--- config.mk ---
export PLATFORM = sky130hd
export DESIGN_NAME = etc_totalizer
export DESIGN_NICKNAME = d
export VERILOG_FILES = /design/src/include/etc_pkg.sv /design/src/hw/etc_sync.sv /design/src/hw/etc_totalizer.sv
export SDC_FILE = /design/constraint.sdc
export NUM_CORES = 1
export LEC_CHECK = 0
export BUFFER_PORTS_ARGS = -buffer_cell sky130_fd_sc_hd__buf_2
export CORE_ASPECT_RATIO = 0.7
export CORE_UTILIZATION = 35
export DETAILED_ROUTE_END_ITERATION = 8
export PLACE_DENSITY_LB_ADDON = 0.25
export SYNTH_ARGS = -nofsm -noshare
export SYNTH_HDL_FRONTEND = slang
export SYNTH_SLANG_ARGS = --single-unit
--- constraint.sdc ---
create_clock -name clk_sys_i -period 1.9 [get_ports clk_sys_i]
set_clock_uncertainty 0.1 [all_clocks]
set_input_delay 0.095 -clock clk_sys_i [delete_from_list [all_inputs] [get_ports clk_sys_i]]
set_output_delay 0.095 -clock clk_sys_i [all_outputs]
set_load 0.005 [all_outputs]
--- src/include/etc_pkg.sv ---
package etc_pkg;

  localparam int unsigned CNT_WIDTH  = 32;
  localparam int unsigned SYNC_DEPTH = 2;
  localparam logic [CNT_WIDTH-1:0] CNT_RESET = 32'h0000_0000;
  localparam logic [CNT_WIDTH-1:0] CNT_MAX   = 32'hFFFF_FFFF;
  localparam int unsigned READ_LATENCY = 1;

  typedef enum logic [1:0] {
    ETC_EDGE_RISE = 2'b01,
    ETC_EDGE_FALL = 2'b10
  } etc_edge_type;

  // One read request from the controller; on demand and scan look alike
  typedef struct packed {
    logic valid;
    logic clear;
    logic scan;
  } etc_req_type;

  // Answer to one read request
  typedef struct packed {
    logic                 valid;
    logic                 scan;
    logic [CNT_WIDTH-1:0] count;
  } etc_rsp_type;

endpackage

--- src/hw/etc_sync.sv ---
`timescale 1ns/100ps
module etc_sync
  import etc_pkg::*;
#(
  parameter int unsigned DEPTH = SYNC_DEPTH
) (
  input  wire logic clk_sys_i,
  input  wire logic resetn_i,
  input  wire logic async_i,
  output logic      sync_o
);

  logic [DEPTH-1:0] stage;

  always_ff @(posedge clk_sys_i or negedge resetn_i) begin
    if (!resetn_i) begin
      stage <= '0;
    end else begin
      stage <= {stage[DEPTH-2:0], async_i};
    end
  end

  assign sync_o = stage[DEPTH-1];

endmodule

--- src/hw/etc_totalizer.sv ---
`timescale 1ns/100ps
// What this block does
// - Keeps one unsigned 32-bit accumulator that adds one per counted pulse.
// - A setting picks rising or falling edges; only that edge counts.
// - A counted edge at the largest value wraps the accumulator to zero.
// - A plain read returns the count and leaves the accumulator untouched.
// - Read-and-clear returns and zeroes the count; a same-cycle edge stays.
module etc_totalizer
  import etc_pkg::*;
(
  input  wire logic                 clk_sys_i,
  input  wire logic                 resetn_i,
  input  wire logic                 pulse_i,
  input  wire logic                 edge_fall_i,
  input  wire logic                 req_valid_i,
  input  wire logic                 req_clear_i,
  input  wire logic                 req_scan_i,
  output logic                      rsp_valid_o,
  output logic                      rsp_scan_o,
  output logic [CNT_WIDTH-1:0]      rsp_count_o,
  output logic [CNT_WIDTH-1:0]      live_count_o,
  output logic                      edge_fall_o
);

  logic                 pulse_sync;
  logic                 pulse_prev;
  logic                 hit;
  etc_edge_type         edge_sel;
  etc_req_type          req;
  etc_rsp_type          rsp;
  logic [CNT_WIDTH-1:0] count;
  logic [CNT_WIDTH-1:0] next_count;

  // Wraps by compare: CNT_MAX is followed by CNT_RESET, not by a dropped carry
  function automatic logic [CNT_WIDTH-1:0] inc_wrap(
    input logic [CNT_WIDTH-1:0] v
  );
    inc_wrap = (v == CNT_MAX) ? CNT_RESET : v + 32'h0000_0001;
  endfunction

  etc_sync #(
    .DEPTH     (SYNC_DEPTH)
  ) u_sync (
    .clk_sys_i (clk_sys_i),
    .resetn_i  (resetn_i),
    .async_i   (pulse_i),
    .sync_o    (pulse_sync)
  );

  assign req = '{valid: req_valid_i, clear: req_clear_i, scan: req_scan_i};

  // Polarity setting is registered so a change never glitches the detector
  always_ff @(posedge clk_sys_i or negedge resetn_i) begin
    if (!resetn_i) begin
      edge_sel <= ETC_EDGE_RISE;
    end else begin
      edge_sel <= edge_fall_i ? ETC_EDGE_FALL : ETC_EDGE_RISE;
    end
  end

  always_ff @(posedge clk_sys_i or negedge resetn_i) begin
    if (!resetn_i) begin
      pulse_prev <= 1'b0;
    end else begin
      pulse_prev <= pulse_sync;
    end
  end

  // Polarity switch keeps the history, so a held level is not an edge
  always_comb begin
    case (edge_sel)
      ETC_EDGE_RISE: hit = pulse_sync & ~pulse_prev;
      ETC_EDGE_FALL: hit = ~pulse_sync & pulse_prev;
      default:       hit = 1'b0;
    endcase
  end

  // A clear restarts from zero but still takes the edge of the same cycle
  always_comb begin
    next_count = count;
    if (req.valid && req.clear) begin
      next_count = hit ? 32'h0000_0001 : CNT_RESET;
    end else if (hit) begin
      next_count = inc_wrap(count);
    end
  end

  always_ff @(posedge clk_sys_i or negedge resetn_i) begin
    if (!resetn_i) begin
      count <= CNT_RESET;
    end else begin
      count <= next_count;
    end
  end

  // Scan and on-demand requests take the same path; scan only tags the answer
  always_ff @(posedge clk_sys_i or negedge resetn_i) begin
    if (!resetn_i) begin
      rsp <= '{valid: 1'b0, scan: 1'b0, count: CNT_RESET};
    end else begin
      rsp.valid <= req.valid;
      rsp.scan  <= req.valid & req.scan;
      if (req.valid) begin
        rsp.count <= count;
      end
    end
  end

  always_ff @(posedge clk_sys_i or negedge resetn_i) begin
    if (!resetn_i) begin
      live_count_o <= CNT_RESET;
      edge_fall_o  <= 1'b0;
    end else begin
      live_count_o <= next_count;
      edge_fall_o  <= edge_fall_i;
    end
  end

  assign rsp_valid_o = rsp.valid;
  assign rsp_scan_o  = rsp.scan;
  assign rsp_count_o = rsp.count;
endmodule

==> flow_metrics.py <==
metrics = {
    "run_status": {
        "outcome": "complete, but fails checks",
        "violated_checks": "negative setup slack",
    },
    "die": {
        "floorplan.core_area_um2": 8580,
        "die_area_um2": 9410,
        "die_w_um": 116,
        "start_util_pct": 36.8,
        "placement_rows": 28,
        "ioPinCount": 74,
        "die_h_um": 81.5,
    },
    "yosys": {
        "postSynthCellCount": 261,
        "synth-seq-area-share_pct": 56.3,
        "count_of_distinct_cell_types_in_the_synthesized_netlist": 35,
        "avgSynthCellArea_um2": 12.1,
        "post_synthesis_net_count": 271,
        "yosysWarnings": 0,
        "yosys_register_bits": 71,
        "synthesis.area_um2": 3160,
    },
    "worst_setup_path": {
        "worst_path_largest_cell_delay_ns": 0.55,
        "reg2reg_setup_slack_ns": -0.16,
        "worst_r2r_endpoint": "live_count_o[31]",
        "cp.arrival_ns": 2.18,
        "worst_ep_required_time_ns": 2.02,
        "reg2reg_from": "edge_sel[0]",
        "path_cells": "ha_4 -> and4bb_4 -> o211ai_1 -> buf_6 -> nor4_4 -> xnor2_1 -> nor2_1",
        "crit_path_top_delay_cell": "sky130_fd_sc_hd__dfstp_2",
        "crit_path_buf_inv_count": 1,
        "path_max_fanout": 7,
        "timing.critical_path.to_type": "register",
        "path_class": "reg -> reg",
        "worst-r2r-cell-count": 7,
        "worst_path_dominant_cell_family": "simple AND/OR/NAND/NOR gates",
        "critPathLaunchType": "register",
    },
    "routing": {
        "route.vias.total": 2440,
        "antenna_left": 0,
        "routedWlPerCell_um": 14.9,
        "remaining_drc_errors": 0,
        "wl_mm": 7.68,
        "firstDrtPassIters": 4,
        "detail_route.iter0.violations": 86,
        "routed_via_density": 4.73,
    },
    "clock_network": {
        "cts_buffers": 9,
        "cts-root-buf": "sky130_fd_sc_hd__clkbuf_16",
        "htree_levels": 3,
        "clkTransAtPathRegs_ns": 0.05,
        "clock_insertion_delay_worst_skew_ns": 0.33,
        "tritoncts_num_sinks": 71,
        "max-clock-path-buffers": 2,
        "tritoncts_clock_tree": "built",
    },
    "placement": {
        "half_perimeter_wire_length_after_placement_mm": 5.09,
        "dp_worst_setup_slack_ns": -0.347,
        "final_weighted_congestion_in_routability_driven_placement": 0.746,
        "buffer_ports.inserted": 73,
    },
    "finish": {
        "most-common-layout-cells": "sky130_fd_sc_hd__buf_2, sky130_fd_sc_hd__dfrtp_1, sky130_fd_sc_hd__buf_4",
        "final_core_occ_pct": 53.6,
        "number_of_nets_in_the_layout": 402,
        "diode_count": 0,
        "final_common_cell": "sky130_fd_sc_hd__buf_2",
        "fraction_of_layout_cells_with_a_size_suffix_above_1_pct": 54.0,
        "synthToLayoutAreaGrowth_pct": 45.7,
    },
    "sta": {
        "slew_viol_final": 0,
        "finalCriticalPeriod_ns": 2.06,
        "layout_setup_ws_ns": -0.159,
        "setup_violations": 30,
        "achievable-frequency_ghz": 0.486,
        "final_hold_viol_count": 0,
        "slew_headroom_pct": 61.3,
        "fin_worst_hold_slack_ns": 0.141,
        "tns_ns": -3.05,
        "layout_worst_path_cycle_share_pct": 108,
        "rsz_0062_raised_after_global_routing": "true",
        "worst_pin_slew_ns": 0.581,
    },
    "power": {
        "total_leakage_power_nw": 2.36,
        "pwr_cell_area_nw_per_um2": 717,
        "power_w": 0.00330,
        "max-vdd-ir-drop_mv": 0.460,
    },
    "global_route": {
        "grt_start_max_net_pins": 44,
        "grt_antenna_before_repair": 0,
        "grt_util_all_layers_pct": 17.8,
        "grt_pass1_wl_mm": 12.3,
        "globalRouteOverflowTotal": 0,
        "first_global_vias": 2370,
    },
    "min_path": {
        "worstHoldEndpoint": "rsp_valid_o",
        "hold_start": "req_valid_i",
        "holdCritPathClass": "in -> reg",
        "hold_depth": 2,
    },
    "job": {
        "drv_cap": 0,
    },
}
-- synth_stat cells, drive strengths merged --
cell type / instances / area share [%]
buf: 8 / 2.1
dfrtp: 70 / 55
nand2: 12 / 1.4
o211ai: 1 / 0.24
mux2: 32 / 11
nor3: 10 / 1.6
dfstp: 1 / 0.83
and3: 2 / 0.40
a31o: 1 / 0.28
xnor2: 23 / 6.4
nand2b: 1 / 0.20
o31ai: 2 / 0.48
a21oi: 1 / 0.16
nor4: 9 / 1.8
o21ai: 1 / 0.52
nor3b: 3 / 0.71
xor2: 6 / 1.7
mux2i: 1 / 0.32
or4: 1 / 0.36
and4: 5 / 1.4
inv: 7 / 0.83
and4bb: 2 / 0.79
nand4: 8 / 2.3
nor2: 35 / 4.6
and2: 2 / 0.40
nand3: 7 / 1.1
o311a: 1 / 0.32
nand3b: 1 / 0.24
clkbuf: 5 / 0.59
ha: 3 / 1.2
-- cell families after synthesis --
| kind of cell | count (synthesis) | share of synthesized area (%) |
|---|---|---|
| simple gates | 98 | 17.2 |
| flops | 71 | 56.3 |
| mux | 33 | 11.7 |
| xor+xnor | 29 | 8.04 |
| buf+inv | 20 | 3.57 |
| compound gates | 7 | 1.98 |
| fa+ha+maj | 3 | 1.19 |
-- power breakdown --
part / switching, W / total [W] / internal (W)
Clock: 0.000572 / 0.00156 / 0.000984
Combinational: 0.000116 / 0.000199 / 0.0000833
Sequential: 0.00000998 / 0.00154 / 0.00153
Total: 0.000698 / 0.00330 / 0.00260
-- how the worst max path moves through the flow --
stage	from	cells after the start	endpoint	slack, ns
4_1_cts	edge_sel[0]	7	live_count_o[26]	-0.15
2_1_floorplan	live_count_o[0]	7	live_count_o[10]	-0.14
5_1_grt	edge_sel[0]	7	live_count_o[31]	-0.23
3_3_place_gp	edge_sel[0]	7	live_count_o[6]	-0.29
6_report	edge_sel[0]	7	live_count_o[31]	-0.16
3_5_place_dp	edge_fall_o	7	live_count_o[6]	-0.35
-- stage by stage --
stage                     cell area (um2)  std cells
after global routing                 4600        516
after floorplan                      3170        261
after global placement               4010        492
after CTS                            4490        515
final                                4600        516
after detailed placement             4010        492
-- repair_timing --
item	4_1_cts	5_1_grt
endpoints found under the hold margin	45	0
pin swaps	8	8
setup endpoints to repair	32	32
gates cloned	1	0
hold buffers	4	0
buffers inserted	3	2
gates resized for setup	18	21
-- state kept, by name, summed over array words and instances, names as in the netlist --
register,count
edge_fall_o,1
edge_sel,1
live_count_o,32
pulse_prev,1
rsp_count_o,32
rsp_scan_o,1
rsp_valid_o,1
u_sync.stage,2
-- area by class of cell --
| class | count | area [um2] |
|---|---|---|
| flip-flops and latches | 71 | 1780 |
| multi-input cells | 171 | 1480 |
| fillers | 744 | 3980 |
| inverters | 7 | 26.3 |
| repair buffers | 132 | 886 |
| well taps | 120 | 150 |
| clock buffers | 15 | 278 |
-- per-layer routing --
| metal | wire length [um] | vias up | track usage, % |
|---|---|---|---|
| met1 | 3770 | 1203 | 24.8 |
| met2 | 3420 | 60 | 25.6 |
| met4 | 108 | 0 | 6.49 |
| li1 | - | 1166 | - |
| met5 | 0 | - | 0 |
| met3 | 386 | 11 | 6.27 |
(Power assumes the default switching activity.)
